`src/rtl/tick_pkg.sv`:
```
// Package of register map, field layout and reset values for the tick counter
package tick_pkg;
	// ****************************************************************
	// Register byte addresses
	// ****************************************************************
	localparam logic [31:0] OFS_STATUS_CONTROL = 32'h0000_0000;
	localparam logic [31:0] OFS_COUNT_VALUE = 32'h0000_0004;
	localparam logic [31:0] OFS_MATCH_LIMIT = 32'h0000_0008;

	// ****************************************************************
	// Status/control field positions
	// ****************************************************************
	localparam int FLAG_BIT = 7;
	localparam int SRC_HI = 6;
	localparam int SRC_LO = 5;
	localparam int IE_BIT = 4;
	localparam int PS_HI = 3;
	localparam int PS_LO = 0;

	// ****************************************************************
	// Reset values and encodings
	// ****************************************************************
	localparam logic [1:0] SRC_RESET = 2'h0;
	localparam logic [3:0] PS_RESET = 4'h0;
	localparam logic [7:0] LIMIT_RESET = 8'h00;
	localparam logic [7:0] COUNT_RESET = 8'h00;
	localparam logic [1:0] SRC_LOW_POWER = 2'h0;
	localparam int PRE_W = 18;
	localparam logic [17:0] PRE_RESET = 18'h00000;
	localparam logic [1:0] RESP_OKAY = 2'h0;
	localparam logic [1:0] RESP_SLVERR = 2'h2;

	typedef enum logic [1:0] {
		SEL_CTRL,
		SEL_COUNT,
		SEL_LIMIT,
		SEL_NONE
	} reg_sel_t;
endpackage

```
`src/rtl/periodic_tick_counter.sv`:
```
// Periodic tick counter with prescaler, match flag and AXI4-Lite registers
`timescale 1ns/1ps

module periodic_tick_counter (
	input wire logic aclk,
	input wire logic aresetn,
	input wire logic [31:0] awaddr,
	input wire logic awvalid,
	output logic awready,
	input wire logic [31:0] wdata,
	input wire logic [3:0] wstrb,
	input wire logic wvalid,
	output logic wready,
	output logic [1:0] bresp,
	output logic bvalid,
	input wire logic bready,
	input wire logic [31:0] araddr,
	input wire logic arvalid,
	output logic arready,
	output logic [31:0] rdata,
	output logic [1:0] rresp,
	output logic rvalid,
	input wire logic rready,
	input wire logic low_power_osc_clock,
	input wire logic external_ref_clock,
	input wire logic internal_ref_clock,
	input wire logic stop2_mode,
	input wire logic background_debug_active,
	output logic irq
);
	import tick_pkg::*;

	// ****************************************************************
	// Helpers
	// ****************************************************************
	function automatic reg_sel_t decode(input logic [31:0] addr);
		if (addr == OFS_STATUS_CONTROL) begin
			decode = SEL_CTRL;
		end else if (addr == OFS_COUNT_VALUE) begin
			decode = SEL_COUNT;
		end else if (addr == OFS_MATCH_LIMIT) begin
			decode = SEL_LIMIT;
		end else begin
			decode = SEL_NONE;
		end
	endfunction

	// Divide ratio; zero means prescaler off
	function automatic logic [17:0] ratio(input logic s0,
			input logic [3:0] ps);
		logic [17:0] r;
		r = 18'h00000;
		if (!s0) begin
			case (ps)
				4'h1: r = 18'h00008;
				4'h2: r = 18'h00020;
				4'h3: r = 18'h00040;
				4'h4: r = 18'h00080;
				4'h5: r = 18'h00100;
				4'h6: r = 18'h00200;
				4'h7: r = 18'h00400;
				4'h8: r = 18'h00001;
				4'h9: r = 18'h00002;
				4'hA: r = 18'h00004;
				4'hB: r = 18'h0000A;
				4'hC: r = 18'h00010;
				4'hD: r = 18'h00064;
				4'hE: r = 18'h001F4;
				4'hF: r = 18'h003E8;
				default: r = 18'h00000;
			endcase
		end else begin
			case (ps)
				4'h1: r = 18'h00400;
				4'h2: r = 18'h00800;
				4'h3: r = 18'h01000;
				4'h4: r = 18'h02000;
				4'h5: r = 18'h04000;
				4'h6: r = 18'h08000;
				4'h7: r = 18'h10000;
				4'h8: r = 18'h003E8;
				4'h9: r = 18'h007D0;
				4'hA: r = 18'h01388;
				4'hB: r = 18'h02710;
				4'hC: r = 18'h04E20;
				4'hD: r = 18'h0C350;
				4'hE: r = 18'h186A0;
				4'hF: r = 18'h30D40;
				default: r = 18'h00000;
			endcase
		end
		ratio = r;
	endfunction

	// ****************************************************************
	// Tick source synchronisers
	// ****************************************************************
	logic [2:0] src_meta_q;
	logic [2:0] src_sync_q;
	logic [2:0] src_prev_q;
	logic [2:0] src_edge;

	always_ff @(posedge aclk) begin
		if (!aresetn) begin
			src_meta_q <= 3'h0;
			src_sync_q <= 3'h0;
			src_prev_q <= 3'h0;
		end else begin
			src_meta_q <= {internal_ref_clock, external_ref_clock,
				low_power_osc_clock};
			src_sync_q <= src_meta_q;
			src_prev_q <= src_sync_q;
		end
	end

	assign src_edge = src_sync_q & ~src_prev_q;

	// ****************************************************************
	// Bus and register state
	// ****************************************************************
	logic aw_held_q, aw_held_d, w_held_q, w_held_d;
	logic [31:0] waddr_q, waddr_d, wdat_q, wdat_d;
	logic wstrb0_q, wstrb0_d;
	logic awready_q, awready_d, wready_q, wready_d;
	logic bvalid_q, bvalid_d, arready_q, arready_d, rvalid_q, rvalid_d;
	logic [1:0] bresp_q, bresp_d, rresp_q, rresp_d;
	logic [31:0] rdata_q, rdata_d;
	logic flag_q, flag_d, ie_q, ie_d, irq_q, irq_d;
	logic [1:0] src_q, src_d;
	logic [3:0] ps_q, ps_d;
	logic [7:0] limit_q, limit_d, count_q, count_d;
	logic [17:0] pre_q, pre_d;
	logic do_write, clear_counters, tick_edge, pre_tick, match_event;
	logic [17:0] cur_ratio;
	logic [7:0] ctrl_view;
	reg_sel_t wsel;

	assign ctrl_view = {flag_q, src_q, ie_q, ps_q};

	always_comb begin
		aw_held_d = aw_held_q;
		w_held_d = w_held_q;
		waddr_d = waddr_q;
		wdat_d = wdat_q;
		wstrb0_d = wstrb0_q;
		bvalid_d = bvalid_q;
		bresp_d = bresp_q;
		rvalid_d = rvalid_q;
		rresp_d = rresp_q;
		rdata_d = rdata_q;
		flag_d = flag_q;
		ie_d = ie_q;
		src_d = src_q;
		ps_d = ps_q;
		limit_d = limit_q;
		count_d = count_q;
		pre_d = pre_q;
		clear_counters = 1'b0;
		match_event = 1'b0;
		pre_tick = 1'b0;

		// Write address and data taken in either order
		if (awvalid && awready_q) begin
			aw_held_d = 1'b1;
			waddr_d = awaddr;
		end
		if (wvalid && wready_q) begin
			w_held_d = 1'b1;
			wdat_d = wdata;
			wstrb0_d = wstrb[0];
		end
		if (bvalid_q && bready) begin
			bvalid_d = 1'b0;
		end
		do_write = aw_held_q && w_held_q && !bvalid_q;
		wsel = decode(waddr_q);
		if (do_write) begin
			aw_held_d = 1'b0;
			w_held_d = 1'b0;
			bvalid_d = 1'b1;
			bresp_d = (wsel == SEL_NONE) ? RESP_SLVERR : RESP_OKAY;
			if (wstrb0_q && wsel == SEL_CTRL) begin
				if (wdat_q[FLAG_BIT]) begin
					flag_d = 1'b0;
				end
				ie_d = wdat_q[IE_BIT];
				src_d = wdat_q[SRC_HI:SRC_LO];
				ps_d = wdat_q[PS_HI:PS_LO];
				if (wdat_q[SRC_HI:SRC_LO] != src_q) begin
					clear_counters = 1'b1;
				end
				if (wdat_q[PS_HI:PS_LO] != ps_q) begin
					clear_counters = 1'b1;
				end
			end else if (wstrb0_q && wsel == SEL_LIMIT) begin
				limit_d = wdat_q[7:0];
				clear_counters = 1'b1;
			end
			// Writes to the count register have no effect
		end

		// Read channel
		if (rvalid_q && rready) begin
			rvalid_d = 1'b0;
		end
		if (arvalid && arready_q) begin
			rvalid_d = 1'b1;
			rresp_d = RESP_OKAY;
			case (decode(araddr))
				SEL_CTRL: rdata_d = {24'h000000, ctrl_view};
				SEL_COUNT: rdata_d = {24'h000000, count_q};
				SEL_LIMIT: rdata_d = {24'h000000, limit_q};
				default: begin
					rdata_d = 32'h0000_0000;
					rresp_d = RESP_SLVERR;
				end
			endcase
		end

		// Source mux: 00 low-power, 01 external, 1x internal
		case (src_q)
			2'h0: tick_edge = src_edge[0];
			2'h1: tick_edge = src_edge[1];
			default: tick_edge = src_edge[2];
		endcase
		// Only the low-power source runs in stop2
		if (stop2_mode && src_q != SRC_LOW_POWER) begin
			tick_edge = 1'b0;
		end
		// Debug freeze holds every counter
		if (background_debug_active) begin
			tick_edge = 1'b0;
		end

		// Wait and stop modes other than stop2 do not gate counting
		cur_ratio = ratio(src_q[0], ps_q);
		if (cur_ratio != PRE_RESET && tick_edge) begin
			if (pre_q == cur_ratio - 18'h00001) begin
				pre_d = PRE_RESET;
				pre_tick = 1'b1;
			end else begin
				pre_d = pre_q + 18'h00001;
			end
		end
		if (pre_tick) begin
			if (count_q == limit_q) begin
				count_d = COUNT_RESET;
				match_event = 1'b1;
			end else begin
				count_d = count_q + 8'h01;
			end
		end
		if (clear_counters) begin
			pre_d = PRE_RESET;
			count_d = COUNT_RESET;
		end
		// A counter clear in the same cycle blocks setting the flag
		if (match_event && !clear_counters) begin
			flag_d = 1'b1;
		end

		awready_d = !aw_held_d && !bvalid_d;
		wready_d = !w_held_d && !bvalid_d;
		arready_d = !rvalid_d;
		irq_d = flag_d && ie_d;
	end

	always_ff @(posedge aclk) begin
		if (!aresetn) begin
			aw_held_q <= 1'b0;
			w_held_q <= 1'b0;
			waddr_q <= 32'h0000_0000;
			wdat_q <= 32'h0000_0000;
			wstrb0_q <= 1'b0;
			awready_q <= 1'b0;
			wready_q <= 1'b0;
			bvalid_q <= 1'b0;
			bresp_q <= RESP_OKAY;
			arready_q <= 1'b0;
			rvalid_q <= 1'b0;
			rresp_q <= RESP_OKAY;
			rdata_q <= 32'h0000_0000;
			flag_q <= 1'b0;
			ie_q <= 1'b0;
			src_q <= SRC_RESET;
			ps_q <= PS_RESET;
			limit_q <= LIMIT_RESET;
			count_q <= COUNT_RESET;
			pre_q <= PRE_RESET;
			irq_q <= 1'b0;
		end else begin
			aw_held_q <= aw_held_d;
			w_held_q <= w_held_d;
			waddr_q <= waddr_d;
			wdat_q <= wdat_d;
			wstrb0_q <= wstrb0_d;
			awready_q <= awready_d;
			wready_q <= wready_d;
			bvalid_q <= bvalid_d;
			bresp_q <= bresp_d;
			arready_q <= arready_d;
			rvalid_q <= rvalid_d;
			rresp_q <= rresp_d;
			rdata_q <= rdata_d;
			flag_q <= flag_d;
			ie_q <= ie_d;
			src_q <= src_d;
			ps_q <= ps_d;
			limit_q <= limit_d;
			count_q <= count_d;
			pre_q <= pre_d;
			irq_q <= irq_d;
		end
	end

	assign awready = awready_q;
	assign wready = wready_q;
	assign bvalid = bvalid_q;
	assign bresp = bresp_q;
	assign arready = arready_q;
	assign rvalid = rvalid_q;
	assign rresp = rresp_q;
	assign rdata = rdata_q;
	assign irq = irq_q;
endmodule

```
`config.mk`:
```
export PLATFORM = sky130hd
export DESIGN_NAME = periodic_tick_counter
export DESIGN_NICKNAME = d
export VERILOG_FILES = /design/src/rtl/tick_pkg.sv /design/src/rtl/periodic_tick_counter.sv
export SDC_FILE = /design/constraint.sdc
export NUM_CORES = 1
export LEC_CHECK = 0
export BUFFER_PORTS_ARGS = -buffer_cell sky130_fd_sc_hd__buf_2
export CORE_MARGIN = 2
export CORE_UTILIZATION = 56
export DETAILED_ROUTE_END_ITERATION = 8
export GPL_TIMING_DRIVEN = 0
export PLACE_DENSITY = 0.83
export SLEW_MARGIN = 20
export SYNTH_ARGS = -nofsm -noshare
export SYNTH_HDL_FRONTEND = slang
export SYNTH_SLANG_ARGS = --single-unit
export TNS_END_PERCENT = 100
```
`constraint.sdc`:
```
create_clock -name aclk -period 4.8 [get_ports aclk]
set_input_delay 0.24 -clock aclk [delete_from_list [all_inputs] [get_ports aclk]]
set_output_delay 0.24 -clock aclk [all_outputs]
set_load 0.05 [all_outputs]
```
* Word-level counts from Yosys, hierarchy flattened *
Memory sizes are Yosys's and may differ from the RTL's. A register that Yosys moved wholly into a read port is not among the register bits.
Index checks and enable logic that the tools add are counted.

storage, ports and cells
  register bits = 136
  latch bits = 0
  RAM bits = 0
  bits in read-only memories = 416
  input bits = 112
  output and inout port bits = 42
  word-level logic and storage cells = 121
  memories = 2

memory list
  name              words  width  rd ports  clocked after Yosys merged registers in  wr ports  line                         source
  (name not given)  16     15     1         1                                        0         periodic_tick_counter.sv:73  case (ps)
  (name not given)  16     11     1         1                                        0         periodic_tick_counter.sv:54  case (ps)

operators by class
  add/sub/neg operators = 3
  multiply operators = 0
  divide/modulo/power cells = 0
  order comparisons = 0
  equality and inequality tests = 13
  shift-type cells = 0
  multiplexer cells = 43
  bitwise logic cells = 4
  reductions and logical operators = 32

operators by type and width
  cell                                                                    count
  32-bit by 3-bit equality test with 1-bit output, second input constant  2
  32-bit by 4-bit equality test with 1-bit output, second input constant  2
  32-bit zero test                                                        2
  18-bit 2-to-1 mux                                                       2
  1-bit 2-to-1 mux                                                        27
  8-bit one-hot mux with 3 select lines                                   1
  18-bit by 1-bit adder with 18-bit output, second input constant         1
  18-bit equality test                                                    1
  18-bit nonzero test                                                     1
  18-bit by 1-bit subtractor with 18-bit output, second input constant    1
  4-bit 2-to-1 mux                                                        4
  1-bit logical AND                                                       15
  2-bit 2-to-1 mux                                                        7
  8-bit by 1-bit adder with 8-bit output, second input constant           1
  8-bit equality test                                                     1
  8-bit 2-to-1 mux                                                        1
  2-bit equality test, second input constant                              3
  1-bit zero test                                                         6
  2-bit zero test                                                         3
  2-bit by 1-bit equality test with 1-bit output, second input constant   2
  4-bit != test                                                           1
  3-bit bitwise AND                                                       1
  3-bit inverter                                                          1
  3-bit AND reduction                                                     1
  7 further kinds                                                         8

* Longest topological paths before layout *
  depth in word-level cells = 13
  gate-level depth with buffers = 13

* Worst setup path before layout *
Ideal clock, no wire load.

  path kind = register to register
  start point = register src_q[0]
  end point = register count_q[0]
  library setup time = 71 ps
  data arrival time = 3150 ps
  slack = 1579 ps
  stages on the path, launching flop included = 14
  path buffers = 3
  clock period less this slack = 3221 ps
  cells stage by stage = dfxtp_1 buf_4 clkbuf_1 inv_1 nand2_1 ha_1 o211ai_1 or4_4 a21o_1 a211oi_2 nand4_2 buf_2 or3_1 a21oi_1

between the ends
  word-level cells in the longest chain between the ends = 6
  elaborated cells on any way between the ends = 20
  classes of those cells = 1 x add/sub; 3 x eq/ne; 10 x mux; 6 x reduce/logical

RTL lines
  element                                                                                line                          source
  from (decl)                                                                            periodic_tick_counter.sv:129  logic [1:0] src_q, src_d;
  from (signal assigned)                                                                 periodic_tick_counter.sv:307  src_q <= src_d;
  branches (longest 6 deep; another with 18-bit by 1-bit subtractor with 18-bit output)  n/a
  to (signal assigned)                                                                   periodic_tick_counter.sv:310  count_q <= count_d;
  to (decl)                                                                              periodic_tick_counter.sv:131  logic [7:0] limit_q, limit_d, count_q, count_d;

Several ways; the timed one is not identified.
A chain may end at the register's enable or synchronous reset.

* Worst setup path in the final report *
  start point = register src_q[0]
  end point = register pre_q[10]

between the ends
  word-level cells in the longest chain between the ends = 6
  elaborated cells on any way between the ends = 19
  classes of those cells = 1 x add/sub; 3 x eq/ne; 9 x mux; 6 x reduce/logical

RTL lines
  element                                                                                line                          source
  branches (longest 6 deep; another with 18-bit by 1-bit subtractor with 18-bit output)  n/a
  to (signal assigned)                                                                   periodic_tick_counter.sv:311  pre_q <= pre_d;
  to (decl)                                                                              periodic_tick_counter.sv:132  logic [17:0] pre_q, pre_d;

Several ways; the timed one is not identified.

==> results.sh <==
export IMPL_synth_edff_count=0
export IMPL_n_antenna_cell=0
export IMPL_first_iter_violations=374
export IMPL_crit_path_cell_trace="buf_4 > clkbuf_1 > inv_1 > nand2_1 > ha_1 > o211ai_1 > or4_1 > a221oi_1 > nand4_2 > nand3_1 > buf_2 > nor2_1"
export IMPL_tns_ns=0
export IMPL_cts_setup_buffers=0
export IMPL_clk_pin_slew_ns=0.06
export IMPL_die_h_um=113.1
export IMPL_fin_crit_ns=4.043
export IMPL_antenna_found_initial=0
export IMPL_numCtsBuffers=17
export IMPL_finalPower_mw=2.678
export IMPL_slew_headroom_pct=44.05
export IMPL_outcome="finished with violations"
export IMPL_tightest_slew_ns=0.8323
export IMPL_track_usage_pct=24.99
export IMPL_r2r_cells=12
export IMPL_synth_cell_types=63
export IMPL_fp_row_count=39
export IMPL_cap_violations=0
export IMPL_coreArea_um2=11520
export IMPL_hold_violations=0
export IMPL_netlist_area_um2=6665
export IMPL_min_from="external_ref_clock"
export IMPL_worstHoldPathCells=2
export IMPL_p_per_area_nw_per_um2=334.0
export IMPL_rsz0062_at_grt="false"
export IMPL_yosysSeqAreaShare_pct=40.85
export IMPL_path_class="reg2reg"
export IMPL_drive_gt1_share_pct=17.96
export IMPL_fillers=943
export IMPL_fin_skew_ns=0.01090
export IMPL_via_per_inst=5.376
export IMPL_place_hpwl_mm=11.31
export IMPL_slew_violations=0
export IMPL_io_pin_count=154
export IMPL_cp_arrival_ns=4.34
export IMPL_gr_total_overflow=0
export IMPL_cp_start_kind="flip-flop"
export IMPL_period_share_pct=84.22
export IMPL_vias=5828
export IMPL_syn_inst=787
export IMPL_grt_pass1_vias=5537
export IMPL_critPathMaxStageDelay_ns=0.58
export IMPL_end_kind="flip-flop"
export IMPL_cts_resized=0
export IMPL_hold_path_class="in2reg"
export IMPL_wl_per_cell_um=14.55
export IMPL_clk_path_buf_depth=2
export IMPL_grt_max_degree=17
export IMPL_cpMaxStageDelayCell="or4_1"
export IMPL_area_delta_synth_final_pct=20.29
export IMPL_ff2ff_setup_slack_ns=0.76
export IMPL_cts_hold_buffers=0
export IMPL_start_util_pct=57.88
export IMPL_finalWeightedCongestion=0.9336
export IMPL_holdPathEnd="src_meta_q[1]$_SDFF_PN0_"
export IMPL_h_tree_depth=4
export IMPL_clkLatencyLatePin_ns=0.42
export IMPL_grt_pass1_wl_mm=25.96
export IMPL_worst_slack_ns=0.7572
export IMPL_wl_mm=15.77
export IMPL_cts_tree="yes"
export IMPL_clkSinkCount=136
export IMPL_die_area_um2=12790
export IMPL_synthArstFlopShare_pct=0
export IMPL_nNetsFinal=1049
export IMPL_r2r_end="pre_q[10]$_SDFFE_PP0P_"
export IMPL_antenna_left=0
export IMPL_drc=3
export IMPL_r2r_start="src_q[0]$_SDFFE_PN0P_"
export IMPL_syn_avg_cell_area_um2=8.469
export IMPL_root_buffer="clkbuf_16"
export IMPL_die_x_um=113.1
export IMPL_peakVddDrop_mv=0.2620
export IMPL_critPathMaxFanout=10
export IMPL_synth_warnings=0
export IMPL_ys_flop_type="dfxtp_1"
export IMPL_portBuffers=97
export IMPL_drt_pass1_iterations=7
export IMPL_violations="design-rule violations"
export IMPL_ys_ff_latch=136
export IMPL_cp_data_required_time_ns=5.10
export IMPL_max_freq_ghz=0.2474
export IMPL_p_leak_nw=3.228
export IMPL_pre_cts_ws_ns=0.8349
export IMPL_setup_viol=0
==> cell usage in the layout (no fill, tap or decap), drive strengths merged, types with 3 or more instances in the layout <==
| master | n |
|---|---|
| nand2 | 137 |
| dfxtp | 136 |
| buf | 129 |
| clkbuf | 53 |
| a21boi | 52 |
| nor2 | 41 |
| xnor2 | 33 |
| o21ai | 29 |
| nand3 | 27 |
| conb | 26 |
| mux2i | 25 |
| a21oi | 24 |
| xor2 | 22 |
| nor2b | 21 |
| nor4 | 20 |
| and2 | 16 |
| inv | 16 |
| nor3 | 15 |
| nand4 | 12 |
| a22oi | 9 |
| ha | 9 |
| or4 | 9 |
| and3 | 8 |
| or3 | 7 |
| nand2b | 6 |
| or4b | 5 |
| nand3b | 4 |
| clkinvlp | 4 |
| o21a | 3 |
| nor3b | 3 |
| o211ai | 3 |
| o22ai | 3 |
| a31oi | 3 |
==> cells in the mapped netlist, types with 2 or more instances <==
master | count | area (um2)
dfxtp_1 | 136 | 2723
mux2i_1 | 25 | 250.2
o211ai_1 | 3 | 22.52
inv_1 | 12 | 45.04
nor3b_1 | 3 | 22.52
nor2_1 | 41 | 153.9
clkbuf_1 | 33 | 123.9
buf_2 | 3 | 15.01
ha_1 | 9 | 112.6
nand3_1 | 27 | 135.1
o311ai_0 | 2 | 17.52
a21boi_0 | 52 | 390.4
nor3_1 | 15 | 75.07
a21oi_1 | 24 | 120.1
nor4b_1 | 2 | 17.52
nor2b_1 | 21 | 131.4
a31oi_1 | 3 | 18.77
xor2_1 | 22 | 192.7
and3b_1 | 2 | 17.52
or3_1 | 7 | 43.79
nor4_1 | 19 | 118.9
and3_1 | 8 | 50.05
nand2_1 | 137 | 514.2
nor4bb_1 | 2 | 20.02
o21ai_0 | 28 | 140.1
nand4_1 | 11 | 68.82
o221ai_1 | 2 | 17.52
or4b_1 | 2 | 20.02
o21a_1 | 3 | 22.52
a22oi_1 | 9 | 67.56
or4_1 | 8 | 60.06
buf_4 | 27 | 202.7
xnor2_1 | 33 | 289.0
nand2b_1 | 6 | 37.54
or4b_2 | 2 | 20.02
and2_1 | 16 | 100.1
nand3b_1 | 4 | 30.03
o22ai_1 | 3 | 18.77
==> power breakdown <==
group / switching, mW / internal, mW / leakage, nW / total (mW)
Combinational: 0.133 / 0.0764 / 1.85 / 0.210
Clock: 0.512 / 0.786 / 0.276 / 1.30
Sequential: 0.0168 / 1.15 / 1.10 / 1.17
==> cell families after synthesis <==
group | share of synthesized area (%)
simple gates | 26.04
compound gates | 14.19
flops | 40.85
buf+inv | 6.026
xor+xnor | 7.227
mux | 3.923
fa+ha+maj | 1.690
other cells | 0.05626
==> worst max-delay path by stage <==
stage,start,endpoint,slack (ns)
floorplan,src_q[0]$_SDFFE_PN0P_,count_q[0]$_SDFFE_PP0P_,1.58
global placement,src_q[0]$_SDFFE_PN0P_,pre_q[11]$_SDFFE_PP0P_,0.86
detailed placement,src_q[0]$_SDFFE_PN0P_,pre_q[9]$_SDFFE_PP0P_,0.83
CTS,src_q[0]$_SDFFE_PN0P_,pre_q[10]$_SDFFE_PP0P_,0.79
global route,src_q[0]$_SDFFE_PN0P_,pre_q[9]$_SDFFE_PP0P_,0.46
finish,src_q[0]$_SDFFE_PN0P_,pre_q[10]$_SDFFE_PP0P_,0.76
==> layer usage <==
metal	share of wire, %	wire length [um]	track usage, %	up-vias
li1	-	-	-	2961
met1	43	6856	30.09	2659
met2	50	7815	44.11	182
met3	5.3	831	5.731	26
met4	1.7	270	8.211	0
met5	0	0	0	-
==> worst max-delay path, delay by kind of cell, from the launching register on <==
family                   cells  cell delay, ns
buffers and inverters        4            1.11
AND/OR/NAND/NOR              5            1.53
AO/OA/AOI/OAI                2            0.62
flip-flops                   1            0.45
adder cells (fa/ha/maj)      1            0.21
==> metrics by stage <==
stage                     hold slack (ns)  cell area [um2]  std cells  util, %
after floorplan                    0.3673             6759        812        -
after global placement             0.4146             7423       1052    64.46
after detailed placement           0.4211             7430       1052    64.52
after CTS                         0.02235             8018       1084    69.62
after global routing              0.03035             8018       1084    69.62
final                             0.03201             8018       1084    69.62
==> cell type report <==
cell class | instances | area [um2] | area share, %
sequential | 136 | 2723 | 33.96
clock buffer | 20 | 446.7 | 5.571
buffer | 65 | 356.6 | 4.448
clock inverter | 12 | 141.4 | 1.763
multi-input combinational | 599 | 3641 | 45.41
timing repair buffer | 97 | 485.5 | 6.055
tap | 143 | 178.9 | 2.232
inverter | 12 | 45.04 | 0.5618
No activity file was read; power rests on OpenSTA's default activity.
